## config.mk

```make
export PLATFORM = sky130hd
export DESIGN_NAME = spi_isolator_select_mux
export DESIGN_NICKNAME = d
export VERILOG_FILES = /design/src/hdl/spi_iso_pkg.sv /design/src/hdl/sample_fifo.sv /design/src/hdl/spi_isolator_select_mux.sv
export SDC_FILE = /design/constraint.sdc
export NUM_CORES = 1
export LEC_CHECK = 0
export BUFFER_PORTS_ARGS = -buffer_cell sky130_fd_sc_hd__buf_2
export CORE_ASPECT_RATIO = 0.75
export CORE_MARGIN = 3
export CORE_UTILIZATION = 54
export CTS_CLUSTER_DIAMETER = 60
export CTS_CLUSTER_SIZE = 40
export DETAILED_ROUTE_END_ITERATION = 10
export PLACE_DENSITY = 0.83
export REMOVE_ABC_BUFFERS = 1
export SYNTH_ARGS = -nofsm -noshare
export SYNTH_HDL_FRONTEND = slang
export SYNTH_SLANG_ARGS = --single-unit
```

## constraint.sdc

```tcl
create_clock -name mclk -period 2.15 [get_ports mclk]
set_input_delay 0.1075 -clock mclk [delete_from_list [all_inputs] [get_ports mclk]]
set_output_delay 0.1075 -clock mclk [all_outputs]
set_load 0.01 [all_outputs]
```

## src/hdl/spi_iso_pkg.sv

```systemverilog
// Purpose: Shared constants and types of the isolated SPI select router
// Assumes: System clock mclk at 25 MHz
// Notes: Times are in ns; cycle counts are derived from them here

package spi_iso_pkg;

  // ==========================================================
  // Timing
  localparam int CLK_NS = 40;
  // Glitch filter minimum pulse width, rounded up to cycles
  localparam int FILT_NS = 10;
  localparam int FILT_CYC = (FILT_NS + CLK_NS - 1) / CLK_NS;
  // Free-running static sample period, rounded down to cycles
  localparam int SAMPLE_NS = 1200;
  localparam int SAMPLE_CYC = SAMPLE_NS / CLK_NS;
  // Link watchdog timeout, rounded up to cycles
  localparam int WD_NS = 5000;
  localparam int WD_CYC = (WD_NS + CLK_NS - 1) / CLK_NS;

  // ==========================================================
  // Synchroniser input positions
  localparam int IN_CLK = 0;
  localparam int IN_FWD = 1;
  localparam int IN_RET = 2;
  localparam int IN_SEL = 3;
  localparam int IN_ALO = 4;
  localparam int IN_AHI = 5;
  localparam int IN_P1 = 6;
  localparam int IN_P2 = 7;
  localparam int N_IN = 8;
  // Channels that pass a glitch filter
  localparam int N_HS = 4;

  // ==========================================================
  // Static-level packet layout
  localparam int PKT_CLK = 0;
  localparam int PKT_FWD = 1;
  localparam int PKT_SEL = 2;
  localparam int PKT_ALO = 3;
  localparam int PKT_AHI = 4;
  localparam int PKT_W = 5;

  // ==========================================================
  // Routing and buffering
  localparam int N_ROUTE = 4;
  localparam int FIFO_DEPTH = 8;
  localparam logic [1:0] ROUTE_RST = 2'h0;
  localparam logic HI_IMMUNITY_DEF = 1'b0;

  typedef enum logic {
    LK_IDLE = 1'b0,
    LK_SHIFT = 1'b1
  } link_st_e;

endpackage

```

## src/hdl/sample_fifo.sv

```systemverilog
// Purpose: Small synchronous FIFO with valid/ready on both sides
// Assumes: One clock, synchronous active-low reset
// Notes: Depth must be a power of two; storage is not reset

`timescale 1ns/100ps
`default_nettype none

module sample_fifo #(
  parameter int W = 8,
  parameter int DEPTH = 8
) (
  input wire logic mclk,
  input wire logic rstn,
  input wire logic in_valid,
  output logic in_ready,
  input wire logic [W-1:0] in_data,
  output logic out_valid,
  input wire logic out_ready,
  output logic [W-1:0] out_data
);

  localparam int AW = $clog2(DEPTH);

  // ==========================================================
  // Storage and pointers
  logic [W-1:0] mem_r [DEPTH];
  logic [AW:0] wr_ptr_r;
  logic [AW:0] rd_ptr_r;
  wire full_w = (wr_ptr_r[AW] != rd_ptr_r[AW]) && (wr_ptr_r[AW-1:0] == rd_ptr_r[AW-1:0]);
  wire empty_w = (wr_ptr_r == rd_ptr_r);
  wire push_w = in_valid && !full_w;
  wire pop_w = out_ready && !empty_w;

  // Handshake flags straight from the pointers
  assign in_ready = !full_w;
  assign out_valid = !empty_w;
  assign out_data = mem_r[rd_ptr_r[AW-1:0]];

  // Pointer update; extra MSB tells full from empty
  always_ff @(posedge mclk) begin
    if (!rstn) begin
      wr_ptr_r <= '0;
      rd_ptr_r <= '0;
    end else begin
      if (push_w) begin
        wr_ptr_r <= wr_ptr_r + 1'b1;
      end
      if (pop_w) begin
        rd_ptr_r <= rd_ptr_r + 1'b1;
      end
    end
  end

  // Write port
  always_ff @(posedge mclk) begin
    if (push_w) begin
      mem_r[wr_ptr_r[AW-1:0]] <= in_data;
    end
  end

endmodule

`default_nettype wire

```

## src/hdl/spi_isolator_select_mux.sv

```systemverilog
// Purpose: Digital model of an isolated SPI path with a routed select
// Assumes: All pins are asynchronous to mclk and are synchronised first
// Notes: Tristate pins appear as value plus output enable

`timescale 1ns/100ps
`default_nettype none

// Function
// - Any side unpowered puts every data output on both sides in high impedance.
// - Powered, each fast input is copied to its paired output.
// - No locking to the SPI clock; polarity, phase and timing pass unchanged.
// - Returned data output is always driven while powered, select or not.
// - Low-delay grade has no clock or data filter; a lost edge is fixed later.
// - High-immunity grade filters clock and both data channels, adding delay.
// - Select path is always glitch filtered in both grades.
// - Main select goes to exactly one of four routed outputs.
// - Address lines form a binary index; that output follows main select.
// - Unaddressed select outputs float; external pulls set their level.
// - Static levels sampled together, packed, shifted across; address feeds router.
// - Address sampled by a free-running clock; effect after bounded delay.
// - Two matching address samples are needed before the route changes.
// - Route change hands over cleanly without transients on other outputs.
// - Sampled fast levels checked internally; nothing shown outside.
// - Periodic refresh packets carry current input state to keep levels right.
// - No packets for about 5 us makes far-side outputs float.
module spi_isolator_select_mux
  import spi_iso_pkg::*;
#(
  parameter logic HI_IMMUNITY = HI_IMMUNITY_DEF,
  parameter int FILT_MIN = FILT_CYC,
  parameter int DEPTH = FIFO_DEPTH
) (
  input wire logic mclk,
  input wire logic rstn,
  input wire logic side1_supply,
  input wire logic side2_supply,
  input wire logic spi_clk_in,
  input wire logic fwd_data_in,
  input wire logic sub_data_in,
  input wire logic main_select_n,
  input wire logic route_addr_lo,
  input wire logic route_addr_hi,
  output logic ret_data_out,
  output logic ret_data_oe,
  output logic sub_clk_out,
  output logic sub_clk_oe,
  output logic sub_data_out,
  output logic sub_data_oe,
  output logic [N_ROUTE-1:0] routed_select_out,
  output logic [N_ROUTE-1:0] routed_select_oe
);

  localparam int CW = $clog2(FILT_MIN + 1);
  localparam int WDW = $clog2(WD_CYC + 1);
  localparam int SCW = $clog2(SAMPLE_CYC);
  localparam int SAMP_D = SAMPLE_CYC - 1;
  localparam int LNK_D = PKT_W + 1;

  // One-hot decode of a route index
  function automatic logic [N_ROUTE-1:0] route_dec(input logic [1:0] idx);
    route_dec = '0;
    route_dec[idx] = 1'b1;
  endfunction

  // ==========================================================
  // Input synchronisers
  // Every pin passes two flops; only the second is read
  wire [N_IN-1:0] in_raw = {side2_supply, side1_supply, route_addr_hi, route_addr_lo,
                            main_select_n, sub_data_in, fwd_data_in, spi_clk_in};
  logic [N_IN-1:0] s1_r;
  logic [N_IN-1:0] s2_r;

  always_ff @(posedge mclk) begin
    if (!rstn) begin
      s1_r <= '0;
      s2_r <= '0;
    end else begin
      s1_r <= in_raw;
      s2_r <= s1_r;
    end
  end

  // Both supplies must be present for any output to drive
  wire pwr_ok = s2_r[IN_P1] && s2_r[IN_P2];

  // ==========================================================
  // Glitch filters
  // Levels are passed as sampled, never retimed to the SPI clock
  wire [N_HS-1:0] filt;

  for (genvar i = 0; i < N_HS; i++) begin : g_flt
    logic q_r;
    logic [CW-1:0] cnt_r;
    wire differ = (s2_r[i] != q_r);
    // Select is always filtered; fast data only in high-immunity grade
    wire use_flt = (i == IN_SEL) || HI_IMMUNITY;
    // Bypass takes a new level at once, so even a one-cycle pulse passes
    wire take = differ && (!use_flt || (cnt_r == CW'(FILT_MIN - 1)));
    assign filt[i] = q_r;

    // New level must persist FILT_MIN cycles before it is accepted
    always_ff @(posedge mclk) begin
      if (!rstn) begin
        q_r <= 1'b0;
        cnt_r <= '0;
      end else if (!differ || take) begin
        cnt_r <= '0;
        q_r <= take ? s2_r[i] : q_r;
      end else begin
        cnt_r <= cnt_r + 1'b1;
      end
    end
  end

  // ==========================================================
  // Static-level sampler
  // Free-running tick; a failed level check asks for an early resample
  logic [SCW-1:0] samp_cnt_r;
  logic pend_r;
  logic [PKT_W-1:0] pkt_r;
  logic dc_bad_r;
  wire tick = (samp_cnt_r == SCW'(SAMPLE_CYC - 1));
  wire take_smp = (tick || dc_bad_r) && s2_r[IN_P1];
  wire fifo_in_ready;
  wire push = pend_r && fifo_in_ready;
  // A new sample wins over the clear of the pending flag
  wire pend_nxt = take_smp || (pend_r && !push);
  wire [PKT_W-1:0] pkt_nxt = {s2_r[IN_AHI], s2_r[IN_ALO], filt[IN_SEL],
                              filt[IN_FWD], filt[IN_CLK]};

  // Sample counter runs regardless of link state
  always_ff @(posedge mclk) begin
    if (!rstn) begin
      samp_cnt_r <= '0;
    end else begin
      samp_cnt_r <= tick ? '0 : samp_cnt_r + 1'b1;
    end
  end

  // All side-1 levels caught in the same cycle; held while back-pressured
  always_ff @(posedge mclk) begin
    if (!rstn) begin
      pend_r <= 1'b0;
      pkt_r <= '0;
    end else begin
      pend_r <= pend_nxt;
      if (take_smp && !(pend_r && !push)) begin
        pkt_r <= pkt_nxt;
      end
    end
  end

  // ==========================================================
  // Packet buffer
  // Fills when side 2 is down; the sampler then waits on in_ready
  wire fifo_out_valid;
  wire [PKT_W-1:0] fifo_dout;
  link_st_e lk_st_r;
  wire fifo_pop = fifo_out_valid && (lk_st_r == LK_IDLE) && s2_r[IN_P2];

  sample_fifo #(
    .W(PKT_W),
    .DEPTH(DEPTH)
  ) u_fifo (
    .mclk(mclk),
    .rstn(rstn),
    .in_valid(pend_r),
    .in_ready(fifo_in_ready),
    .in_data(pkt_r),
    .out_valid(fifo_out_valid),
    .out_ready(fifo_pop),
    .out_data(fifo_dout)
  );

  // ==========================================================
  // Slow serial link across the barrier
  // One bit per cycle, LSB first; rx word complete with pkt_vld_r
  logic [PKT_W-1:0] tx_r;
  logic [PKT_W-1:0] rx_r;
  logic [2:0] bit_cnt_r;
  logic pkt_vld_r;
  wire last_bit = (bit_cnt_r == 3'(PKT_W - 1));

  always_ff @(posedge mclk) begin
    if (!rstn) begin
      lk_st_r <= LK_IDLE;
      tx_r <= '0;
      rx_r <= '0;
      bit_cnt_r <= '0;
      pkt_vld_r <= 1'b0;
    end else begin
      pkt_vld_r <= 1'b0;
      unique case (lk_st_r)
        LK_IDLE: begin
          if (fifo_pop) begin
            tx_r <= fifo_dout;
            bit_cnt_r <= '0;
            lk_st_r <= LK_SHIFT;
          end
        end
        LK_SHIFT: begin
          tx_r <= tx_r >> 1;
          rx_r <= {tx_r[0], rx_r[PKT_W-1:1]};
          bit_cnt_r <= bit_cnt_r + 1'b1;
          if (last_bit) begin
            pkt_vld_r <= 1'b1;
            lk_st_r <= LK_IDLE;
          end
        end
      endcase
    end
  end

  // ==========================================================
  // Watchdog and level check on side 2
  // Starts expired so no side-2 output drives before the first packet
  logic [WDW-1:0] wd_cnt_r;
  wire alive = (wd_cnt_r != WDW'(WD_CYC));
  wire side2_on = pwr_ok && alive;
  wire dc_miss = (rx_r[PKT_CLK] != sub_clk_out) || (rx_r[PKT_FWD] != sub_data_out);

  always_ff @(posedge mclk) begin
    if (!rstn) begin
      wd_cnt_r <= WDW'(WD_CYC);
    end else if (pkt_vld_r) begin
      wd_cnt_r <= '0;
    end else if (alive) begin
      wd_cnt_r <= wd_cnt_r + 1'b1;
    end
  end

  // Internal only: a mismatch just triggers a fresh sample
  always_ff @(posedge mclk) begin
    if (!rstn) begin
      dc_bad_r <= 1'b0;
    end else begin
      dc_bad_r <= pkt_vld_r && dc_miss && side2_on;
    end
  end

  // ==========================================================
  // Route control
  // Route moves only after two equal address samples in a row
  logic [1:0] addr_prev_r;
  logic [1:0] route_r;
  wire [1:0] pkt_addr = {rx_r[PKT_AHI], rx_r[PKT_ALO]};

  always_ff @(posedge mclk) begin
    if (!rstn) begin
      addr_prev_r <= ROUTE_RST;
      route_r <= ROUTE_RST;
    end else if (pkt_vld_r) begin
      addr_prev_r <= pkt_addr;
      if (pkt_addr == addr_prev_r) begin
        route_r <= pkt_addr;
      end
    end
  end

  // ==========================================================
  // Output stage
  // Enables switch in one register, so handover has no overlap
  always_ff @(posedge mclk) begin
    if (!rstn) begin
      ret_data_out <= 1'b0;
      ret_data_oe <= 1'b0;
      sub_clk_out <= 1'b0;
      sub_clk_oe <= 1'b0;
      sub_data_out <= 1'b0;
      sub_data_oe <= 1'b0;
      routed_select_out <= '0;
      routed_select_oe <= '0;
    end else begin
      ret_data_out <= filt[IN_RET];
      sub_clk_out <= filt[IN_CLK];
      sub_data_out <= filt[IN_FWD];
      routed_select_out <= {N_ROUTE{filt[IN_SEL]}};
      ret_data_oe <= pwr_ok;
      sub_clk_oe <= side2_on;
      sub_data_oe <= side2_on;
      routed_select_oe <= side2_on ? route_dec(route_r) : '0;
    end
  end
endmodule

`default_nettype wire

```

Word level (Yosys, flattened, before mapping)
Memories as Yosys holds them, arrays and structs flattened. A register that Yosys moved wholly into a read port is not among the register bits.
Cells that the tools add are included.
Widths: inputs -> output; s select.
{"block": "totals", "word_cells": 102, "input_bits": 10, "ff_bits": 77, "mem_bits_rw": 40, "mem_count": 1, "out_inout_bits": 14}
{"block": "classes", "reduce_logical": 31, "n_mux": 16, "add_sub_neg": 6, "n_bitwise": 3, "n_lt_le_gt_ge": 2, "eq_ne": 14}
{"memory": "u_fifo.mem_r", "words": 8, "word_bits": 5, "read_ports": 1, "rd_ports_with_merged_regs": 1, "write_ports": 1, "line_no": "sample_fifo.sv:26", "text": "logic [W-1:0] mem_r [DEPTH];"}
{"operator": "$logic_and 1x1->1", "n": 14}
{"operator": "$mux 7", "n": 2}
{"operator": "$pmux 5 s2", "n": 1}
{"operator": "$mux 3", "n": 3}
{"operator": "$add 4x1->4 const B", "n": 2}
{"operator": "$reduce_and 2->1", "n": 4}
{"operator": "$add 7x1->7 const B", "n": 1}
{"operator": "$ne 1x1->1", "n": 7}
{"operator": "$ne 7x7->1 const B", "n": 1}
{"operator": "$mux 1", "n": 6}
{"operator": "$pmux 3 s2", "n": 1}
{"operator": "$reduce_or 2->1", "n": 3}
{"operator": "$add 5x1->5 const B", "n": 1}
{"operator": "$eq 5x5->1 const B", "n": 1}
{"operator": "$logic_not 1->1", "n": 5}
{"operator": "$mux 5", "n": 1}
{"operator": "$eq 4x4->1", "n": 1}
{"operator": "$logic_or 1x1->1", "n": 4}
{"operator": "$add 3x1->3 const B", "n": 1}
{"operator": "$eq 3x3->1", "n": 1}
{"operator": "$eq 3x3->1 const B", "n": 1}
{"operator": "$lt 2x3->1 const B", "n": 1}
{"operator": "$not 1->1", "n": 3}
{"operator": "$demux 1 s2", "n": 1}
{"operator": "other kinds (6)", "n": 6}

Logic depth before layout (Yosys ltp)
{"block": "depth", "depth_word": 8, "mapped_depth": 8, "ltp_nobuf": 7}

Hierarchy
From an unflattened synthesis, not the netlist that was laid out.
{"block": "hier_totals", "hier_cells": 390, "hier_area_um2": 4852.2}
{"module": "spi_isolator_select_mux", "cells_each": 247, "area_per_inst_um2": 2528.7, "instances": 1}
{"module": "sample_fifo", "cells_each": 143, "area_per_inst_um2": 2323.5, "instances": 1}

Worst setup path after synthesis
OpenSTA, ideal clock, no wires.
{"block": "synth_path", "path_type": "register to register", "start": "register u_fifo.wr_ptr_r[0]", "end": "memory u_fifo.mem_r[4][0] (netlist bit) (enable)", "path_buffers": 1, "arrival_ns": 1.616, "slack_ns": 0.160, "stages_incl_launch_ff": 6, "setup_ns": 0.374, "cell_sequence": "dfxtp_1 > buf_6 > xor2_1 > o41ai_2 > or2_2 > nor3_1"}
{"block": "synth_via", "elab_chain_cells": 6}
{"element": "start, declared", "line_no": "sample_fifo.sv:27", "text": "logic [AW:0] wr_ptr_r;"}
{"element": "start signal, assigned", "line_no": "sample_fifo.sv:46", "text": "wr_ptr_r <= wr_ptr_r + 1'b1;"}
{"element": "$eq 3x3->1", "line_no": "sample_fifo.sv:29", "text": "wire full_w = (wr_ptr_r[AW] != rd_ptr_r[AW]) && (wr_ptr_r[AW-1:0] == rd_ptr_r[AW-1:0]);"}
{"element": "$logic_and 1x1->1", "line_no": "sample_fifo.sv:29"}
{"element": "$logic_not 1->1", "line_no": "sample_fifo.sv:31", "text": "wire push_w = in_valid && !full_w;"}
{"element": "$logic_and 1x1->1", "line_no": "sample_fifo.sv:31"}
{"element": "$mux 1", "line_no": "sample_fifo.sv:56", "text": "if (push_w) begin"}
{"element": "$mux 1 (not written as such)", "line_no": "sample_fifo.sv:57", "text": "mem_r[wr_ptr_r[AW-1:0]] <= in_data;"}
{"element": "end, declared", "line_no": "sample_fifo.sv:26"}
Several ways; a longest one is shown, not always the timed one.

Worst setup path after layout
{"block": "layout_path", "start": "register u_fifo.wr_ptr_r[0]", "end": "memory u_fifo.mem_r[7][2] (netlist bit) (enable)"}
The elaborated chain is that of the path after synthesis.

==> reports/qor.csv <==
stage,metric,value,unit
clock_tree,post-CTS setup buffers,0,
timing,fin crit share,0.9427,
clock_tree,Longest Clk Path Bufs,2,
yosys,Post-synth EDFFs,40,
timing,Max Fclk,493.4,MHz
routing,first drt pass iteration count,5,
timing,setup TNS,0,ns
floorplan,die footprint,9626,um2
clock_tree,Post-CTS Hold Fix Bufs,8,
routing,number of remaining DRC errors,0,
clock_tree,CTS sink count,120,
finish,share of layout cells above drive strength 1,0.1862,
yosys,synth top area cells,"dfxtp_1 35%, edfxtp_1 26%, mux4_2 4.9%",
yosys,commonest register cell after synthesis,dfxtp_1,
floorplan,Die Span Y,85.72,um
timing,Clock Skews,0.01090,ns
finish,final core utilization,0.6818,
finish,"most common cell after layout, fill and taps aside",dfxtp_1,
power_and_ir_drop,P_sw,1213,uW
routing,vias per inst,5.401,
routing,final wirelength,8511,um
routing,Detailed Route Iter0 Violations,185,
finish,most frequent cells in the layout,"80 x dfxtp_1, 40 x edfxtp_1, 28 x nor2_1",
yosys,sequential share of the synthesized area,0.6125,
placement,Final HPWL DP,5340,um
grt,GRT Util Overall,0.1890,
clock_tree,root buffer cell,clkbuf_16,
floorplan,die width,112.3,um
run,MaxCap Viol Count,0,
outcome,status,"finished, final reports clean",
routing,DRT antenna net count,0,
worst_setup_path,Startpoint Class,register,
timing,min Tclk post-route,2.027,ns
grt,antenna violations before repair,0,
grt,vias in the first global route,2781,
clock_tree,htree depth,4,
placement,Final Wtd Congestion,0.8017,
clock_tree,CTS tree,yes,
yosys,Yosys top cell area share,0.3500,
grt,first-pass GRT wire length,13700,um
finish,Nets,424,
routing,Via Count,2830,
power_and_ir_drop,sequential power share,0.422,
yosys,"Cell Area, Synth",4576,um2
worst_setup_path,CP max FO,8,
grt,largest net degree at the start of global routing,36,
timing,RSZ-0062 raised after global routing,false,
floorplan,Initial Util,0.5679,
placement,Port Buf Inserts,23,
timing,Final setup viols,0,
grt,GRT overflow,0,
power_and_ir_drop,PwrDens,1067,nW/um2
clock_tree,cts repair resizes,0,
finish,n_diodes,0,
worst_setup_path,reg-to-reg critical path startpoint,u_fifo.wr_ptr_r[0],
yosys,ys async rst share,0,
clock_tree,"Clk pin slew, worst setup/hold paths",0.05,ns
worst_setup_path,Setup crit end kind,register,
floorplan,core box area,8058,um2
floorplan,io pins,24,
yosys,cell type with the largest total area after synthesis,dfxtp_1,
clock_tree,CTS buffer count,17,
floorplan,Rows,28,
hold_path,hold_sp,rstn,
timing,"Slew Viols, Final",0,
power_and_ir_drop,clock share of power,0.518,
worst_setup_path,Worst Path Arrival,2.07,ns
yosys,cells after synthesis,373,
power_and_ir_drop,Int Power,4650,uW
clock_tree,clk_lat worst skew,0.40,ns
power_and_ir_drop,"IR drop worst, VDD",0.6703,mV
routing,WL/cell,16.24,um
yosys,Syn Area/Cell,12.27,um2
yosys,"flops & latches, synth",120,
finish,Area growth syn-to-layout,20.07,%
hold_path,HP Class,primary input to register,
yosys,Yosys cell types,42,
worst_setup_path,Crit Path Class,register to register,
power_and_ir_drop,Comb pwr share,0.061,
yosys,Ys Warns,0,
timing,endpoints failing hold,0,
worst_setup_path,worst path required time,2.19,ns
timing,Slew @ Worst Pin,0.9672,ns
timing,relative slew slack,0.3543,
power_and_ir_drop,Leak,0.002143,uW
worst_setup_path,crit path from,u_fifo.wr_ptr_r[0],
power_and_ir_drop,Sw Share,0.2069,
[cell usage after synthesis (6+ instances only)]
| cell type | number |
|---|---|
| nor2_1 | 28 |
| mux2i_1 | 22 |
| and2_1 | 21 |
| or3_1 | 6 |
| o31ai_1 | 6 |
| edfxtp_1 | 40 |
| nand2b_1 | 7 |
| ha_1 | 8 |
| o21ai_0 | 10 |
| xor2_1 | 11 |
| clkbuf_1 | 14 |
| mux4_2 | 10 |
| nand2_1 | 22 |
| inv_1 | 11 |
| dfxtp_1 | 80 |
| a21oi_1 | 11 |
| nand3_1 | 15 |
[state kept, by name, summed over array words and instances (netlist names), 2 cells and up, named ones only]
| register | flops |
|---|---|
| u_fifo.mem_r | 40 |
| s2_r | 8 |
| u_fifo.wr_ptr_r | 4 |
| routed_select_oe | 4 |
| u_fifo.rd_ptr_r | 4 |
| samp_cnt_r | 5 |
| wd_cnt_r | 7 |
| g_flt.q_r | 4 |
| pkt_r | 5 |
| tx_r | 5 |
| rx_r | 5 |
| route_r | 2 |
| bit_cnt_r | 3 |
| addr_prev_r | 2 |
| s1_r | 8 |
[cell type report]
class	instances	area, um2
flip-flops and latches	120	2803
fillers	552	2564
multi-input cells	219	1609
clock buffers	23	525.5
repair buffers	37	252.7
clock inverters	9	131.4
well taps	105	131.4
inverters	11	41.29
[cell families after synthesis]
family / synth area share
other: 0.0008196
adders and majority gates: 0.02188
xor gates and xnor gates: 0.03418
buffers and inverters: 0.03582
muxes: 0.09735
and+or+nand+nor: 0.1444
AOI/OAI and AO/OA: 0.05305
DFF: 0.6125
[critical path: stages (launching register included)]
cell	delay [ns]
dfxtp_1	0.51
xor2_1	0.34
o41ai_2	0.15
or2_2	0.32
nor2_1	0.35
[per-layer routing]
layer,routed length (um),global-route usage
met1,3938,0.2499
met2,4058,0.2953
met3,404,0.05712
met4,110,0.07533
met5,0,0
[path summary, 6_finish.rpt]
check,cells past startpoint,endpoint,slack (ns)
setup / recovery,4,u_fifo.mem_r[7][2],0.12
setup reg to reg,4,u_fifo.mem_r[7][2],0.12
hold / removal,2,s1_r[7],0.15
hold reg to reg,1,g_flt[0].q_r,0.42
[metrics by stage]
step           instances  instance area [um2]  setup WS (ns)  hold WS, ns  power (uW)
2_1_floorplan        350                 4453        0.06106       0.1786        2770
3_3_place_gp         484                 4757         0.2760       0.3160        2841
3_5_place_dp         484                 4757         0.1387       0.3161        2854
4_1_cts              524                 5494         0.1344       0.1425        5895
5_1_grt              524                 5494       0.005645       0.1586        6077
6_report             524                 5494         0.1233       0.1495        5862
[power by group through the flow]
stage	logic (uW)	clock network, uW	registers (uW)
after floorplan	269	0	2500
after global placement	332	0	2510
after detailed placement	341	0	2510
after CTS	356	3070	2470
after global routing	410	3190	2480
final	356	3030	2470
(Power assumes the default switching activity.)
